--- config.mk ---
export PLATFORM = sky130hd
export DESIGN_NAME = keypad_matrix_scanner
export DESIGN_NICKNAME = d
export VERILOG_FILES = /design/src/keypad_pkg.sv /design/src/keypad_matrix_scanner.sv
export SDC_FILE = /design/constraint.sdc
export NUM_CORES = 1
export LEC_CHECK = 0
export ABC_AREA = 1
export BUFFER_PORTS_ARGS = -buffer_cell sky130_fd_sc_hd__buf_2
export CAP_MARGIN = 20
export CORE_UTILIZATION = 62
export CTS_CLUSTER_DIAMETER = 60
export DETAILED_ROUTE_END_ITERATION = 8
export PLACE_DENSITY = 0.86
export SKIP_CTS_REPAIR_TIMING = 1
export SLEW_MARGIN = 10
export SYNTH_ARGS = -nofsm -noshare
export SYNTH_HDL_FRONTEND = slang
export SYNTH_SLANG_ARGS = --single-unit
--- constraint.sdc ---
create_clock -name clk_i -period 3 [get_ports clk_i]
set_input_delay 0.15 -clock clk_i [delete_from_list [all_inputs] [get_ports clk_i]]
set_output_delay 0.15 -clock clk_i [all_outputs]
set_load 0.02 [all_outputs]
--- src/keypad_pkg.sv ---
// Constants, register map and state layout of the keypad matrix scanner.
// Assumes a 32-bit classic Wishbone slave with byte addresses on one clock.
// Summary of operation
// - Sixteen mask bits, one per key; set masks, reset masks every key.
// - Pressed keys latch into pending bits; source register shows them masked.
// - Latched pending bits are the held copy of the live key vector.
// - Writing one to a clear register bit drops that pending bit; zero keeps it.
// - Reading the clear register returns pending bits before masking.
// - Scanning runs only while the enable bit is one; reset leaves it zero.
// - Polarity bit sets drive and sense level; board fits matching pull resistors.
// - Mode bit one: only a single pressed key is registered at a time.
// - Mode bit zero: any number of simultaneous keys are registered.
// - With auto-clear set, reading the key value register clears it.
// - Writing one to the value clear bit clears key values; bit reads zero.
// - Line enable bits 7..4 gate sense lines, 3..0 gate scan lines; reset off.
// - Scan interval is scan time plus one clocks; field resets to maximum.
// - Key value register is a live view; each scan interval refreshes the four bits of one scan line.
// - Key bit index is four times scan line plus sense line.
package keypad_pkg;

   localparam int LINES  = 4;
   localparam int KEYS   = 16;
   localparam int TIME_W = 13;

   localparam logic [7:0] ADR_MASK = 8'h00;
   localparam logic [7:0] ADR_SRC  = 8'h04;
   localparam logic [7:0] ADR_CLR  = 8'h08;
   localparam logic [7:0] ADR_CTRL = 8'h0c;
   localparam logic [7:0] ADR_LINE = 8'h10;
   localparam logic [7:0] ADR_TIME = 8'h14;
   localparam logic [7:0] ADR_VAL  = 8'h18;

   localparam int CTRL_EN_BIT     = 5;
   localparam int CTRL_POL_BIT    = 4;
   localparam int CTRL_SINGLE_BIT = 3;
   localparam int CTRL_AUTO_BIT   = 1;
   localparam int CTRL_VCLR_BIT   = 0;
   localparam int LINE_SENSE_LSB  = 4;
   localparam int LINE_DRIVE_LSB  = 0;

   localparam logic [15:0] MASK_RST = 16'hffff;
   localparam logic [12:0] TIME_RST = 13'h1fff;

   typedef enum logic [1:0] {
      ST_IDLE = 2'b01,
      ST_SCAN = 2'b10
   } scan_state_type;

   typedef struct packed {
      logic en;
      logic pol;
      logic single;
      logic auto_clr;
   } ctrl_type;

   typedef struct packed {
      scan_state_type fsm;
      logic [15:0]    mask;
      logic [15:0]    pending;
      logic [15:0]    value;
      ctrl_type       ctrl;
      logic [3:0]     sense_on;
      logic [3:0]     drive_on;
      logic [12:0]    scan_time;
      logic [12:0]    div;
      logic [1:0]     row;
      logic [3:0]     sync1;
      logic [3:0]     sync2;
      logic [3:0]     drive_oe;
      logic           drive_lvl;
      logic           irq;
      logic           ack;
      logic [31:0]    dat;
   } state_type;

   localparam state_type STATE_RST = '{
      fsm:       ST_IDLE,
      mask:      MASK_RST,
      scan_time: TIME_RST,
      default:   '0
   };

endpackage : keypad_pkg

--- src/keypad_matrix_scanner.sv ---
// Keypad matrix scanner: Wishbone classic register slave and 4x4 scan engine.
// Assumes external pulls on every line; idle scan lines are left undriven.
module keypad_matrix_scanner #(
   parameter int LINES = keypad_pkg::LINES
) (
   input  wire logic        clk_i,
   input  wire logic        rst_i,
   input  wire logic        wb_cyc_i,
   input  wire logic        wb_stb_i,
   input  wire logic        wb_we_i,
   input  wire logic [7:0]  wb_adr_i,
   input  wire logic [3:0]  wb_sel_i,
   input  wire logic [31:0] wb_dat_i,
   output logic      [31:0] wb_dat_o,
   output logic             wb_ack_o,
   input  wire logic [3:0]  input_line_i,
   output logic      [3:0]  drive_line_o,
   output logic      [3:0]  drive_line_oe_o,
   output logic             irq_o
);

   keypad_pkg::state_type s_r;
   keypad_pkg::state_type s_nxt;
   logic                  take;
   logic                  wr;
   logic                  rd;
   logic                  sample;
   logic [15:0]           row_mask;
   logic [3:0]            raw;
   logic [3:0]            row_bits;
   logic [15:0]           set_vec;
   logic [31:0]           wmask;
   logic [31:0]           cw;

   generate
      if (LINES != 4) begin : g_check
         $error("keypad_matrix_scanner serves exactly four scan and four sense lines");
      end
   endgenerate

   function automatic logic [31:0] merge(input logic [31:0] old,
                                         input logic [31:0] val,
                                         input logic [31:0] m);
      return (old & ~m) | (val & m);
   endfunction : merge

   function automatic logic [31:0] ctrl_word(input keypad_pkg::ctrl_type c);
      logic [31:0] w;
      w = 32'h0;
      w[keypad_pkg::CTRL_EN_BIT]     = c.en;
      w[keypad_pkg::CTRL_POL_BIT]    = c.pol;
      w[keypad_pkg::CTRL_SINGLE_BIT] = c.single;
      w[keypad_pkg::CTRL_AUTO_BIT]   = c.auto_clr;
      return w;
   endfunction : ctrl_word

   // Next enabled scan line after cur, wrapping; cur itself if it is the only one
   function automatic logic [1:0] next_row(input logic [1:0] cur,
                                           input logic [3:0] en);
      logic [1:0] r;
      logic [1:0] pick;
      pick = cur;
      for (int i = 4; i >= 1; i--) begin
         r = cur + 2'(i);
         if (en[r]) begin
            pick = r;
         end
      end
      return pick;
   endfunction : next_row

   function automatic logic [3:0] lowest_one(input logic [3:0] v);
      return v & (~v + 4'h1);
   endfunction : lowest_one

   always_comb begin
      s_nxt    = s_r;
      take     = wb_cyc_i && wb_stb_i && !s_r.ack;
      wr       = take && wb_we_i;
      rd       = take && !wb_we_i;
      wmask    = {{8{wb_sel_i[3]}}, {8{wb_sel_i[2]}}, {8{wb_sel_i[1]}}, {8{wb_sel_i[0]}}};
      cw       = merge(ctrl_word(s_r.ctrl), wb_dat_i, wmask);
      sample   = 1'b0;
      set_vec  = 16'h0;
      row_mask = 16'h000f << {s_r.row, 2'b00};

      s_nxt.ack   = take;
      s_nxt.sync1 = input_line_i;
      s_nxt.sync2 = s_r.sync1;

      // Scan sequencing; interval is scan_time + 1 clocks
      case (s_r.fsm)
         keypad_pkg::ST_IDLE: begin
            if (s_r.ctrl.en && (|s_r.drive_on)) begin
               s_nxt.fsm = keypad_pkg::ST_SCAN;
               s_nxt.row = next_row(2'd3, s_r.drive_on);
               s_nxt.div = s_r.scan_time;
            end
         end
         keypad_pkg::ST_SCAN: begin
            if (!s_r.ctrl.en || !(|s_r.drive_on)) begin
               s_nxt.fsm = keypad_pkg::ST_IDLE;
            end else if (s_r.div == 13'h0) begin
               sample    = s_r.drive_on[s_r.row];
               s_nxt.div = s_r.scan_time;
               s_nxt.row = next_row(s_r.row, s_r.drive_on);
            end else begin
               s_nxt.div = s_r.div - 13'h1;
            end
         end
         default: begin
            s_nxt.fsm = keypad_pkg::ST_IDLE;
         end
      endcase

      // Sampling at the end of the interval gives the lines time to settle
      raw = (s_r.ctrl.pol ? s_r.sync2 : ~s_r.sync2) & s_r.sense_on;
      if (s_r.ctrl.single) begin
         // Earlier key holds until its own line is rescanned and found released
         row_bits = ((s_r.value & ~row_mask) != 16'h0) ? 4'h0 : lowest_one(raw);
      end else begin
         row_bits = raw;
      end

      // Live key vector
      if (rd && wb_adr_i == keypad_pkg::ADR_VAL && s_r.ctrl.auto_clr) begin
         s_nxt.value = 16'h0;
      end
      if (wr && wb_adr_i == keypad_pkg::ADR_CTRL && wb_sel_i[0]
          && wb_dat_i[keypad_pkg::CTRL_VCLR_BIT]) begin
         s_nxt.value = 16'h0;
      end
      if (sample) begin
         set_vec     = 16'({12'h0, row_bits} << {s_r.row, 2'b00});
         s_nxt.value = (s_nxt.value & ~row_mask) | set_vec;
      end

      // Pending bits: a key seen in the clearing cycle stays set
      if (wr && wb_adr_i == keypad_pkg::ADR_CLR) begin
         s_nxt.pending = s_r.pending & ~(wb_dat_i[15:0] & wmask[15:0]);
      end
      s_nxt.pending = s_nxt.pending | set_vec;

      // Register writes
      if (wr) begin
         case (wb_adr_i)
            keypad_pkg::ADR_MASK: begin
               s_nxt.mask = 16'(merge({16'h0, s_r.mask}, wb_dat_i, wmask));
            end
            keypad_pkg::ADR_CTRL: begin
               s_nxt.ctrl.en       = cw[keypad_pkg::CTRL_EN_BIT];
               s_nxt.ctrl.pol      = cw[keypad_pkg::CTRL_POL_BIT];
               s_nxt.ctrl.single   = cw[keypad_pkg::CTRL_SINGLE_BIT];
               s_nxt.ctrl.auto_clr = cw[keypad_pkg::CTRL_AUTO_BIT];
            end
            keypad_pkg::ADR_LINE: begin
               s_nxt.sense_on = 4'(merge({24'h0, s_r.sense_on, s_r.drive_on},
                                         wb_dat_i, wmask) >> keypad_pkg::LINE_SENSE_LSB);
               s_nxt.drive_on = 4'(merge({24'h0, s_r.sense_on, s_r.drive_on},
                                         wb_dat_i, wmask) >> keypad_pkg::LINE_DRIVE_LSB);
            end
            keypad_pkg::ADR_TIME: begin
               s_nxt.scan_time = 13'(merge({19'h0, s_r.scan_time}, wb_dat_i, wmask));
            end
            default: begin
            end
         endcase
      end

      // Read data, latched with the acknowledge; unmapped reads give zero
      s_nxt.dat = 32'h0;
      if (rd) begin
         case (wb_adr_i)
            keypad_pkg::ADR_MASK: s_nxt.dat = {16'h0, s_r.mask};
            keypad_pkg::ADR_SRC:  s_nxt.dat = {16'h0, s_r.pending & ~s_r.mask};
            keypad_pkg::ADR_CLR:  s_nxt.dat = {16'h0, s_r.pending};
            keypad_pkg::ADR_CTRL: s_nxt.dat = ctrl_word(s_r.ctrl);
            keypad_pkg::ADR_LINE: s_nxt.dat = {24'h0, s_r.sense_on, s_r.drive_on};
            keypad_pkg::ADR_TIME: s_nxt.dat = {19'h0, s_r.scan_time};
            keypad_pkg::ADR_VAL:  s_nxt.dat = {16'h0, s_r.value};
            default:              s_nxt.dat = 32'h0;
         endcase
      end

      // Open-drain style: only the active line is driven, the rest float on pulls
      s_nxt.drive_lvl = s_nxt.ctrl.pol;
      if (s_nxt.fsm == keypad_pkg::ST_SCAN) begin
         s_nxt.drive_oe = (4'h1 << s_nxt.row) & s_nxt.drive_on;
      end else begin
         s_nxt.drive_oe = 4'h0;
      end

      s_nxt.irq = |(s_nxt.pending & ~s_nxt.mask);
   end

   always_ff @(posedge clk_i) begin
      if (rst_i) begin
         s_r <= keypad_pkg::STATE_RST;
      end else begin
         s_r <= s_nxt;
      end
   end

   assign wb_dat_o        = s_r.dat;
   assign wb_ack_o        = s_r.ack;
   assign drive_line_o    = {4{s_r.drive_lvl}};
   assign drive_line_oe_o = s_r.drive_oe;
   assign irq_o           = s_r.irq;
endmodule : keypad_matrix_scanner

Word-level counts from Yosys, hierarchy flattened
Cells that the tools add are included.
W data, S select, Z words.
Storage, ports and cells
  output and inout port bits: 42
  bits of input ports: 53
  flip-flop bits (word level): 136
  logic and storage cells: 139
Cells by class
  reduce and logical (&&, ||, !) cells: 28
  eq/ne operators: 11
  bitwise operators: 29
  add/sub/neg operators: 5
  order comparisons: 4
  muxes and demuxes: 40
  shift-type cells: 3
Operators by type and width (count)
  $and A16 B16 Y16: 8
  $mux W16: 7
  $pmux W16 S7: 1
  $not A16 Y16: 5
  $or A16 B16 Y16: 3
  $mux W15: 2
  $pmux W15 S2: 1
  $mux W13: 2
  $eq A8 B5 Y1 const B: 3
  $mux W24: 1
  $eq A8 B4 Y1 const B: 2
  $mux W2: 8
  $reduce_bool A16 Y1: 1
  $reduce_or A16 Y1: 1
  $shl A4 B4 Y16: 1
  $shl A4 B4 Y16 const A: 1
  $and A13 B13 Y13: 1
  $logic_not A13 Y1: 1
  $or A13 B13 Y13: 1
  $sub A13 B1 Y13 const B: 1
  $and A4 B4 Y4: 3
  $lt A2 B3 Y1 const B: 4
  $mux W4: 3
  $logic_and A1 B1 Y1: 11
  27 further kinds: 48

Longest topological paths before layout
Gate-level depths: netlist of the first run.
  depth after elaboration: 13
  gate-level depth with buffers: 18
  gate-level depth less buffers: 16

Least setup slack after synthesis of the first run
Ideal clock, no wire load.
  kind: flip-flop to flip-flop
  from: register s_r[47] in the netlist's numbering
  to: register s_r, in the netlist drive_line_oe_o[2]
  clock period less this slack: 2.049 ns
  path buffers: 2
  data required time: 2.888 ns
  stages on the path, launching flop included: 17
  library setup time: 0.112 ns
  slack: 0.951 ns
  arrival time: 1.937 ns
  cells stage by stage: dfxtp_1 buf_6 inv_2 clkbuf_1 ha_1 inv_1 nand3_1 nand2_1 inv_1 nand2_1 nand2_1 a21oi_1 o21ai_0 nand3_1 o21ai_0 nand2_1 nor2_1
On the way
  word-level cells in the longest chain between the ends: 11
  elaborated cells on any way between the ends: 18
  those cells by class: 3 x add/sub; 1 x shift; 13 x mux; 1 x bitwise
RTL lines
  start, declared: RTL line keypad_matrix_scanner.sv:22  | keypad_pkg::state_type s_r;
  start signal, assigned: RTL line keypad_matrix_scanner.sv:198  | s_r <= keypad_pkg::STATE_RST;
  start signal, assigned: RTL line keypad_matrix_scanner.sv:200  | s_r <= s_nxt;
  $add A2 B2 Y2: RTL line keypad_matrix_scanner.sv:64  | r = cur + 2'(i);
  $bmux W1 S2: RTL line keypad_matrix_scanner.sv:65  | if (en[r]) begin
  $mux W1 (implied by the code): RTL line keypad_matrix_scanner.sv:65
  $mux W2 (3 in series): RTL line keypad_matrix_scanner.sv:65
  $mux W2: RTL line keypad_matrix_scanner.sv:103  | end else if (s_r.div == 13'h0) begin
  $mux W15: RTL line keypad_matrix_scanner.sv:101  | if (!s_r.ctrl.en || !(|s_r.drive_on)) begin
  $pmux W15 S2 *: RTL line keypad_matrix_scanner.sv:92  | case (s_r.fsm)
  $shl A1 B2 Y4 *: RTL line keypad_matrix_scanner.sv:188  | s_nxt.drive_oe = (4'h1 << s_nxt.row) & s_nxt.drive_on;
  $and A4 B4 Y4 *: RTL line keypad_matrix_scanner.sv:188
Every way passes the cells marked *; elsewhere a longest branch is shown, timed or not. The select of a mux whose other input is x is not followed.
A chain may end at the register's enable or synchronous reset.

Final worst setup path of the first run
  from: register s_r[135] in the netlist's numbering
  to: register s_r[52] in the netlist's numbering
On the way
  word-level cells in the longest chain between the ends: 3
  elaborated cells on any way between the ends: 7
  those cells by class: 4 x eq/ne; 1 x mux; 2 x reduce/logical
RTL lines (RTL line)
  $eq A2 B2 Y1 or $eq A2 B1 Y1 (tied branches): keypad_matrix_scanner.sv:92
  $ne A2 B2 Y1 (no source line) or $reduce_bool A2 Y1 (tied branches)
  $reduce_and A3 Y1 (no source line)
Parallel ways exist; a longest one is shown, timed or not.

==> metrics.csv, run 1 <==
stage,metric,value,unit
timing,Setup TNS,0,ns
final_layout,Antenna diodes,0,
timing,Final Critical Period,2.51,ns
global_routing,first-pass GRT wire length,27.2,mm
hold_path,Hold Path Class,input pin to flop,
detailed_routing,drt initial violations,632,
critical_path,reg2reg start,s_r[135],
power,Leak,3.39,nW
synthesis,post-synthesis simple-gate area fraction,0.282,
detailed_routing,Via Count,6312,
synthesis,register area share after synthesis,0.386,
final_layout,area delta synth->final,14.8,%
critical_path,Worst Setup End Kind,flop,
placed_design,setup slack after placement,0.615,ns
power,switch share,0.248,
clock_network,CTS Buffer Depth,2,
placed_design,dpl cells,1060,
detailed_routing,WL final,17.4,mm
critical_path,Crit Path Max Fanout,14,
timing,hold slack,-0.0370,ns
global_routing,vias in the first global route,5723,
global_routing,maximum number of pins on one net before global-route repair,64,
floorplanning,row cnt,36,
hold_path,Hold Path Depth,3,
status,status,finished with violations,
synthesis,Mapped Area,6220,um^2
synthesis,Synth Area in XOR/XNOR,0.00985,
placed_design,post-placement cell area,6400,um^2
power,Flop pwr share,0.423,
final_layout,most frequent cells in the layout,"247 x nand2_1, 120 x dfxtp_1, 101 x inv_1, 90 x nor2_1, 60 x buf_2",
timing,post-route setup slack,0.494,ns
floorplanning,initial core utilization,0.640,
synthesis,synth unique cells,43,
power,Cell Pwr Density,533,nW/um^2
final_layout,post-layout net count,1023,
final_layout,design area,7140,um^2
critical_path,startpoint types,flop,
critical_path,CP required,3.37,ns
final_layout,"commonest non-fill, non-tap cell in the layout",nand2_1,
floorplanning,die width,102,um
critical_path,Worst Path Arrival,2.88,ns
timing,"Hold Vio Cnt, Final",3,
timing,period utilization,0.835,
synthesis,post-synthesis adder-cell area fraction,0.0161,
critical_path,flop-to-flop setup slack,0.49,ns
clock_network,H-tree Lvls,4,
floorplanning,I/O pin cnt,95,
final_layout,final cell count without fillers,1108,
floorplanning,core footprint,9730,um^2
floorplanning,die area,10400,um^2
power,Logic pwr share,0.050,
final_layout,Fillers,771,
placed_design,hpwl dp,11.6,mm
floorplanning,Die H,102,um
timing,final setup fails,0,
timing,measured slew at the worst slew-check pin,1.06,ns
critical_path,Register-to-Register Path Depth,9,
placed_design,GPL Wtd Cong,1.01,
power,VDD IR max,0.000303,V
clock_network,CTS Buf Count,17,
power,switching pwr,942,uW
detailed_routing,Via density,5.70,
hold_path,Hold Crit Start,wb_dat_i[1],
synthesis,largest family of logic cells by synthesized area,simple AND/OR/NAND/NOR gates,
synthesis,Ys Warns,0,
timing,max-slew violation count,0,
global_routing,GRT overflow,0,
detailed_routing,Antenna Violating Nets Remaining,0,
timing,Clock Skews,0.00677,ns
clock_network,"Clk Latency, worst-skew pair",0.52,ns
detailed_routing,drt drc,0,
synthesis,Synth Area in Compound Gates,0.167,
detailed_routing,routed len/inst,15.7,um
timing,RSZ-0062 raised after global routing,false,
clock_network,clock sink count,120,
clock_network,Root Buffer,clkbuf_8,
detailed_routing,Pre-antenna DRT Iters,7,
global_routing,antenna violations before repair,0,
synthesis,post-synthesis cell count,907,
clock_network,TritonCTS clock tree,built,
critical_path,R2R Path End,s_r[52],
power,Tot Pwr,3.80,mW
critical_path,Crit Path Category,flop to flop,
clock_network,clock slew at reported path FFs,0.06,ns
synthesis,average cell area after synthesis,6.86,um^2
placed_design,PortBufs,60,
synthesis,#FFs+latches synth,120,
flow_run,MaxCap Viol Count,0,
synthesis,mux cell area share after synthesis,0.00322,
timing,Fmax achieved,399,MHz
power,Internal,2.86,mW
global_routing,Total Routing Usage GR,0.343,
power,Clk pwr share,0.526,
status,failing checks,hold timing,
timing,worst relative slew slack,0.290,
final_layout,layout cells sized above 1,0.134,
==> per-layer routing <==
| layer | GRT usage | vias up | part of all wire |
|---|---|---|---|
| met5 | 0 | - | 0 |
| met4 | 0.185 | 0 | 0.039 |
| met3 | 0.0828 | 65 | 0.095 |
| met2 | 0.572 | 397 | 0.47 |
| met1 | 0.407 | 2839 | 0.40 |
| li1 | - | 3011 | - |
==> critical path, stage by stage (launching register included) <==
cell,delay (ns)
dfxtp_1,0.38
inv_1,0.06
ha_1,0.32
inv_1,0.13
nor2_1,0.05
buf_4,0.15
nor2_1,0.81
nor2_2,0.22
nand2_1,0.15
a21oi_1,0.08
==> power by group through the flow <==
stage               clock network (mW)  logic (mW)  registers (mW)
floorplan                            0       0.128            1.64
global placement                     0       0.166            1.65
detailed placement                   0       0.168            1.65
CTS                               2.01       0.170            1.61
global route                      2.09       0.208            1.61
finish                            2.00       0.191            1.61
==> final cells by class <==
cell class / count / area, um^2 / area share
Timing Repair Buffer: 85 / 528 / 0.0739
Tap cell: 133 / 166 / 0.0233
Clock buffer: 17 / 414 / 0.0580
Clock inverter: 15 / 168 / 0.0235
Multi-Input combinational cell: 624 / 3040 / 0.425
Sequential cell: 120 / 2400 / 0.336
Inverter: 114 / 428 / 0.0599
==> worst max path at each step <==
stage                  start                 end  slack (ns)
floorplan            s_r[47]  drive_line_oe_o[2]        0.95
global placement    s_r[135]             s_r[54]        0.67
detailed placement  s_r[135]             s_r[51]        0.61
CTS                 s_r[135]             s_r[52]        0.54
global route        s_r[135]             s_r[54]        0.33
finish              s_r[135]             s_r[52]        0.49
==> per-stage QoR <==
stage	util	hold WS, ns
finish	0.734	-0.0370
global route	0.734	0.0145
CTS	0.718	-0.178
detailed placement	0.658	0.355
global placement	0.658	0.347
floorplan	-	0.257
==> synth_stat cells <==
library cell,instances,share of area
a21oi_1,53,0.043
nand3_4,1,0.0028
nor2_2,9,0.0090
a31oi_1,4,0.0040
clkbuf_2,1,0.00080
clkbuf_1,15,0.0090
xor2_1,3,0.0042
buf_2,5,0.0040
nor3_1,10,0.0080
ha_1,8,0.016
nor2_1,90,0.054
nand3_1,38,0.031
a41oi_1,7,0.0099
buf_1,1,0.00060
o21ai_0,52,0.042
clkinv_1,5,0.0030
inv_1,101,0.061
o211ai_1,17,0.021
o221ai_1,2,0.0028
a22oi_1,1,0.0012
nand3_2,3,0.0048
o2111ai_1,1,0.0014
nor2_4,1,0.0018
a21oi_4,1,0.0026
a21boi_0,3,0.0036
buf_6,2,0.0036
buf_4,40,0.048
o22ai_1,19,0.019
inv_2,8,0.0048
nand2_1,247,0.15
nor3_4,2,0.0052
nand2_2,4,0.0040
xnor2_1,4,0.0056
nor3_2,1,0.0016
conb_1,1,0.00060
o21ai_1,4,0.0032
a221oi_1,6,0.0084
o41ai_1,3,0.0042
nand4_1,10,0.010
nor4_1,1,0.0010
o311ai_0,1,0.0014
mux2i_1,2,0.0032
dfxtp_1,120,0.39
==> kinds of logic after synthesis <==
kind of cell,count (synthesis)
adder cells (fa/ha/maj),8
multiplexers,2
AO/OA/AOI/OAI,174
AND/OR/NAND/NOR,417
flip-flops,120
XOR/XNOR,7
buffers and inverters,178
other,1
Power figures use the tool's default switching activity.
==> run 2: changes to the inputs <==
--- a/config.mk
+++ b/config.mk
@@ -8,10 +8,10 @@
 export ABC_AREA = 1
 export BUFFER_PORTS_ARGS = -buffer_cell sky130_fd_sc_hd__buf_2
 export CAP_MARGIN = 20
-export CORE_UTILIZATION = 62
+export CORE_UTILIZATION = 52
 export CTS_CLUSTER_DIAMETER = 60
 export DETAILED_ROUTE_END_ITERATION = 8
-export PLACE_DENSITY = 0.86
+export PLACE_DENSITY = 0.77
 export SKIP_CTS_REPAIR_TIMING = 1
 export SLEW_MARGIN = 10
 export SYNTH_ARGS = -nofsm -noshare
==> constraint.sdc (replaced) <==
create_clock -name clk_i -period 2.14 [get_ports clk_i]
set_input_delay 0.107 -clock clk_i [delete_from_list [all_inputs] [get_ports clk_i]]
set_output_delay 0.107 -clock clk_i [all_outputs]
set_load 0.02 [all_outputs]
==> metrics.csv, run 2 (synthesis gave the netlist of run 1 again) <==
stage,metric,value,unit,change
clock_network,CTS Buffer Depth,2,,unchanged
status,status,finished with violations,,
floorplanning,initial core utilization,0.538,,-0.102
global_routing,maximum number of pins on one net before global-route repair,67,,+4.7%
critical_path,CP required,2.49,ns,-0.88 ns
critical_path,Crit Path Category,flop to flop,,
global_routing,first-pass GRT wire length,27.4,mm,+0.51%
timing,post-route setup slack,0.0471,ns,-0.447 ns
power,switching pwr,1.24,mW,+32%
power,Leak,3.56,nW,+4.9%
timing,hold slack,-0.0204,ns,+0.0166 ns
detailed_routing,Pre-antenna DRT Iters,9,,+2
hold_path,Hold Path Class,input pin to flop,,
power,Logic pwr share,0.044,,-0.006
floorplanning,core footprint,11600,um^2,+19%
final_layout,Fillers,1026,,+33%
final_layout,most frequent cells in the layout,"246 x nand2_1, 116 x dfxtp_1, 99 x inv_1, 85 x nor2_1, 60 x buf_2",,
detailed_routing,Via density,5.47,,-4.0%
global_routing,antenna violations before repair,0,,unchanged
floorplanning,Die H,111,um,+9.0%
final_layout,area delta synth->final,19.9,%,
clock_network,Root Buffer,clkbuf_16,,
detailed_routing,drt drc,8,,+8
placed_design,setup slack after placement,-0.0573,ns,-0.672 ns
clock_network,clock slew at reported path FFs,0.06,ns,about the same
timing,Fmax achieved,478,MHz,+20%
placed_design,hpwl dp,12.3,mm,+5.6%
final_layout,layout cells sized above 1,0.172,,+0.0373
detailed_routing,Via Count,6231,,-1.3%
floorplanning,die area,12400,um^2,+19%
global_routing,GRT overflow,0,,unchanged
clock_network,"Clk Latency, worst-skew pair",0.42,ns,-0.10 ns
critical_path,Crit Path Max Fanout,8,,-6
detailed_routing,Antenna Violating Nets Remaining,0,,unchanged
timing,final setup fails,0,,unchanged
final_layout,Antenna diodes,0,,unchanged
timing,Clock Skews,0.00763,ns,+0.000867 ns
clock_network,TritonCTS clock tree,built,,
critical_path,Worst Path Arrival,2.45,ns,-0.43 ns
placed_design,PortBufs,60,,unchanged
detailed_routing,drt initial violations,468,,-26%
critical_path,startpoint types,flop,,
timing,measured slew at the worst slew-check pin,0.716,ns,-0.345 ns
timing,period utilization,0.978,,+0.143
detailed_routing,routed len/inst,15.3,um,-2.8%
floorplanning,die width,111,um,+9.0%
clock_network,H-tree Lvls,4,,unchanged
power,Clk pwr share,0.575,,+0.049
detailed_routing,WL final,17.4,mm,about the same
status,failing checks,"DRC, hold timing",,
final_layout,"commonest non-fill, non-tap cell in the layout",nand2_1,,
global_routing,vias in the first global route,5576,,-2.6%
timing,"Hold Vio Cnt, Final",2,,-1
critical_path,Worst Setup End Kind,flop,,
placed_design,GPL Wtd Cong,0.902,,-10%
global_routing,Total Routing Usage GR,0.282,,-0.0605
floorplanning,I/O pin cnt,95,,unchanged
power,VDD IR max,0.000729,V,+140%
timing,worst relative slew slack,0.523,,+0.233
flow_run,MaxCap Viol Count,0,,unchanged
clock_network,CTS Buf Count,17,,unchanged
power,Flop pwr share,0.381,,-0.042
clock_network,clock sink count,120,,unchanged
timing,max-slew violation count,0,,unchanged
power,switch share,0.209,,-0.0388
timing,RSZ-0062 raised after global routing,true,,
power,Cell Pwr Density,795,nW/um^2,+49%
floorplanning,row cnt,39,,+8.3%
power,Internal,4.69,mW,+64%
final_layout,post-layout net count,1044,,+2.1%
timing,Final Critical Period,2.09,ns,-0.413 ns
[run 2: final cells by class]
class / count / area, um^2 / area share
repair buffers: 106 / 674 / 0.0904
flip-flops and latches: 120 / 2410 / 0.323
multi-input cells: 624 / 3070 / 0.411
well taps: 143 / 179 / 0.0240
clock inverters: 12 / 245 / 0.0329
clock buffers: 20 / 457 / 0.0612
inverters: 114 / 428 / 0.0573
[run 2: critical path, stage by stage (launching register included)]
cell and delay (ns):
dfxtp_2 0.33, inv_2 0.06, ha_1 0.14, inv_1 0.05
nor3_2 0.17, nand3_2 0.19, nor3_4 0.23, buf_6 0.15
nand4_1 0.17, nand2_1 0.11, nand2_1 0.05, nand2_1 0.09
nor2_1 0.05, nand2_1 0.09, nor2_1 0.06, nor2_1 0.08
[run 2: routing by layer]
layer | routed length (um) | vias to the layer above | track usage | share of wire
met5 | 0 | - | 0 | 0
met4 | 799 | 0 | 0.154 | 0.046
met3 | 1330 | 66 | 0.0740 | 0.076
met2 | 8030 | 303 | 0.451 | 0.46
met1 | 7270 | 2812 | 0.347 | 0.42
li1 | - | 3050 | - | -
[run 2: path summary, 6_finish.rpt]
kind	from	slack, ns	end	cells after the start
min	wb_dat_i[6]	-0.02	flop	3
max	s_r[49]	0.05	irq_o	15
min reg2reg	s_nxt[41]	0.40	s_r[41]	2
max reg2reg	s_r[49]	0.05	irq_o	15
[run 2: per-stage QoR]
step | instance area, um^2 | utilization | std cells | setup TNS, ns | total power, mW
CTS | 7290 | 0.630 | 1125 | -0.140 | 5.92
detailed placement | 6590 | 0.570 | 1093 | -0.0573 | 2.55
floorplan | 6280 | - | 922 | 0 | 2.49
global placement | 6590 | 0.570 | 1093 | 0 | 2.55
finish | 7460 | 0.645 | 1139 | 0 | 5.93
global route | 7460 | 0.645 | 1139 | -0.116 | 6.07
[run 2: power groups by stage]
stage	combinational, mW	clock, mW	sequential [mW]
6_report	0.261	3.41	2.26
3_3_place_gp	0.239	0	2.31
4_1_cts	0.242	3.42	2.26
5_1_grt	0.288	3.52	2.26
2_1_floorplan	0.180	0	2.31
3_5_place_dp	0.240	0	2.31
==> run 3: changes to the inputs <==
--- a/config.mk
+++ b/config.mk
@@ -11,6 +11,7 @@
 export CORE_UTILIZATION = 52
 export CTS_CLUSTER_DIAMETER = 60
 export DETAILED_ROUTE_END_ITERATION = 8
+export GPL_TIMING_DRIVEN = 0
 export PLACE_DENSITY = 0.77
 export SKIP_CTS_REPAIR_TIMING = 1
 export SLEW_MARGIN = 10
==> metrics.csv, run 3 (synthesis gave the netlist of run 1 again) <==
stage,metric,value,unit,change
status,status,finished with violations,,
status,failing checks,"DRC, hold timing, setup timing",,
critical_path,Critical Path Max Stage Delay,0.36,ns,+0.03 ns
placed_design,hpwl dp,12.9,mm,+5.1%
power,Cell Pwr Density,732,nW/um^2,-7.9%
critical_path,Worst Setup End Kind,flop,,
critical_path,Crit Path Max Fanout,7,,-1
final_layout,"Core Util, Final",0.676,,+0.0309
detailed_routing,Antenna Violating Nets Remaining,0,,unchanged
placed_design,setup slack after placement,-0.559,ns,-0.501 ns
final_layout,post-layout net count,1090,,+4.4%
floorplanning,die area,12400,um^2,unchanged
timing,Clock Skews,0.00964,ns,+0.00201 ns
global_routing,first-pass GRT wire length,28.8,mm,+5.4%
final_layout,Fillers,998,,-2.7%
clock_network,TritonCTS clock tree,built,,
timing,RSZ-0062 raised after global routing,true,,
placed_design,GPL Wtd Cong,0.960,,+6.4%
hold_path,Hold Path Class,input pin to flop,,
final_layout,most frequent cells in the layout,"241 x nand2_1, 116 x dfxtp_1, 97 x inv_1, 82 x nor2_1, 65 x buf_2",,
global_routing,maximum number of pins on one net before global-route repair,17,,-75%
placed_design,PortBufs,60,,unchanged
timing,period utilization,1.01,,+0.0316
floorplanning,Die H,111,um,unchanged
clock_network,Root Buffer,clkbuf_16,,
critical_path,worst path cell trace,buf_8 -> inv_8 -> buf_8 -> ha_4 -> inv_1 -> nand2_1 -> nand2_2 -> nor2_4 -> nand2_2 -> nand2_4 -> buf_4 -> nand4_1 -> nand2_1 -> nand2_1 -> nand2_1 -> nor2_1 -> nand2_1 -> nor2_1 -> nor2_1,,
global_routing,GRT overflow,0,,unchanged
final_layout,area delta synth->final,25.7,%,
clock_network,CTS Buffer Depth,2,,unchanged
floorplanning,I/O pin cnt,95,,unchanged
global_routing,vias in the first global route,5921,,+6.2%
clock_network,clock sink count,120,,unchanged
global_routing,antenna violations before repair,0,,unchanged
clock_network,"Clk Latency, worst-skew pair",0.43,ns,about the same
critical_path,CP required,2.50,ns,about the same
timing,max-slew violation count,0,,unchanged
detailed_routing,Pre-antenna DRT Iters,8,,-1
timing,Final Critical Period,2.16,ns,+0.0676 ns
global_routing,Total Routing Usage GR,0.299,,+0.0167
critical_path,Most Frequent Cell on Critical Path,nand2_1,,
critical_path,CP Buf/Inv Count,5,,+2
timing,post-route setup slack,-0.0205,ns,-0.0676 ns
power,VDD IR max,0.000583,V,-20%
detailed_routing,drt initial violations,524,,+12%
flow_run,MaxCap Viol Count,0,,unchanged
clock_network,clock slew at reported path FFs,0.06,ns,about the same
final_layout,Antenna diodes,0,,unchanged
timing,measured slew at the worst slew-check pin,0.656,ns,-0.0598 ns
critical_path,Worst path slowest cell,dfxtp_4,,
final_layout,"commonest non-fill, non-tap cell in the layout",nand2_1,,
final_layout,layout cells sized above 1,0.209,,+0.0377
detailed_routing,Via Count,6469,,+3.8%
timing,Fmax achieved,463,MHz,-3.1%
detailed_routing,Via density,5.46,,-0.13%
floorplanning,core footprint,11600,um^2,unchanged
floorplanning,row cnt,39,,unchanged
critical_path,Worst Path Arrival,2.52,ns,+0.07 ns
floorplanning,die width,111,um,unchanged
floorplanning,initial core utilization,0.538,,unchanged
detailed_routing,routed len/inst,15.6,um,+2.0%
detailed_routing,drt drc,8,,unchanged
timing,final setup fails,1,,+1
critical_path,Crit Path Category,flop to flop,,
critical_path,flop-to-flop setup slack,-0.02,ns,-0.07 ns
power,Leak,3.75,nW,+5.4%
detailed_routing,WL final,18.5,mm,+6.1%
power,Tot Pwr,5.73,mW,-3.5%
critical_path,CP top delay family,simple AND/OR/NAND/NOR gates,,
timing,hold slack,-0.0221,ns,-0.00164 ns
clock_network,H-tree Lvls,4,,unchanged
timing,worst relative slew slack,0.563,,+0.0399
critical_path,startpoint types,flop,,
timing,"Hold Vio Cnt, Final",3,,+1
clock_network,CTS Buf Count,17,,unchanged
[run 3: changes by cell type in the layout (fill, tap and decap cells not counted), moves of 3 or more]
cell | previous run | this run
nor2_1 | 85 | 82
clkbuf_8 | 2 | 6
buf_2 | 60 | 65
bufinv_16 | 7 | 4
clkbuf_1 | 1 | 15
ha_4 | 0 | 3
nand2_2 | 4 | 9
clkinvlp_4 | 4 | 1
nand2_1 | 246 | 241
nor2_4 | 1 | 7
nor2_2 | 14 | 11
ha_1 | 8 | 5
buf_4 | 35 | 58
[run 3: path summary, 6_finish.rpt]
path	start	to	depth (start not counted)
min reg2reg	s_nxt[40]	s_r[40]	2
max	s_r[47]	irq_o	19
min	wb_dat_i[14]	s_r[133]	3
max reg2reg	s_r[47]	irq_o	19
[run 3: report_power, final]
| part | leakage [nW] | total [mW] | switching (mW) | internal, mW |
|---|---|---|---|---|
| sequential | 0.972 | 2.26 | 0.0129 | 2.25 |
| combinational | 2.46 | 0.338 | 0.208 | 0.130 |
| clock | 0.318 | 3.13 | 1.01 | 2.12 |
[run 3: worst register-to-register path, stage by stage, from the launching register on]
cell	delay (ns)
dfxtp_4	0.36
buf_8	0.13
inv_8	0.06
buf_8	0.12
ha_4	0.13
inv_1	0.03
nand2_1	0.07
nand2_2	0.07
nor2_4	0.14
nand2_2	0.09
nand2_4	0.10
buf_4	0.13
nand4_1	0.20
nand2_1	0.12
nand2_1	0.05
nand2_1	0.06
nor2_1	0.03
nand2_1	0.06
nor2_1	0.04
nor2_1	0.10
[run 3: area by class of cell]
cell class                 count  area [um^2]  area share
multi-input combinational    624         3180       0.407
sequential                   120         2410       0.309
timing repair buffer          88          531      0.0678
clock buffer                  24          512      0.0654
inverter                     114          438      0.0560
buffer                        64          428      0.0547
tap                          143          179      0.0229
clock inverter                 7          138      0.0176
[run 3: stage by stage]
stage / instances / TNS, ns / instance area, um^2 / hold slack (ns)
2_1_floorplan: 922 / 0 / 6280 / 0.214
3_3_place_gp: 1125 / -8.33 / 6760 / 0.309
3_5_place_dp: 1125 / -9.28 / 6760 / 0.318
4_1_cts: 1156 / -10.99 / 7410 / -0.115
5_1_grt: 1184 / -0.142 / 7820 / 0.0164
6_report: 1184 / -0.0205 / 7820 / -0.0221
[run 3: per-layer routing]
metal	share of wire	global-route usage
met5	0	0
met1	0.41	0.359
met4	0.047	0.172
met3	0.084	0.0697
met2	0.46	0.490
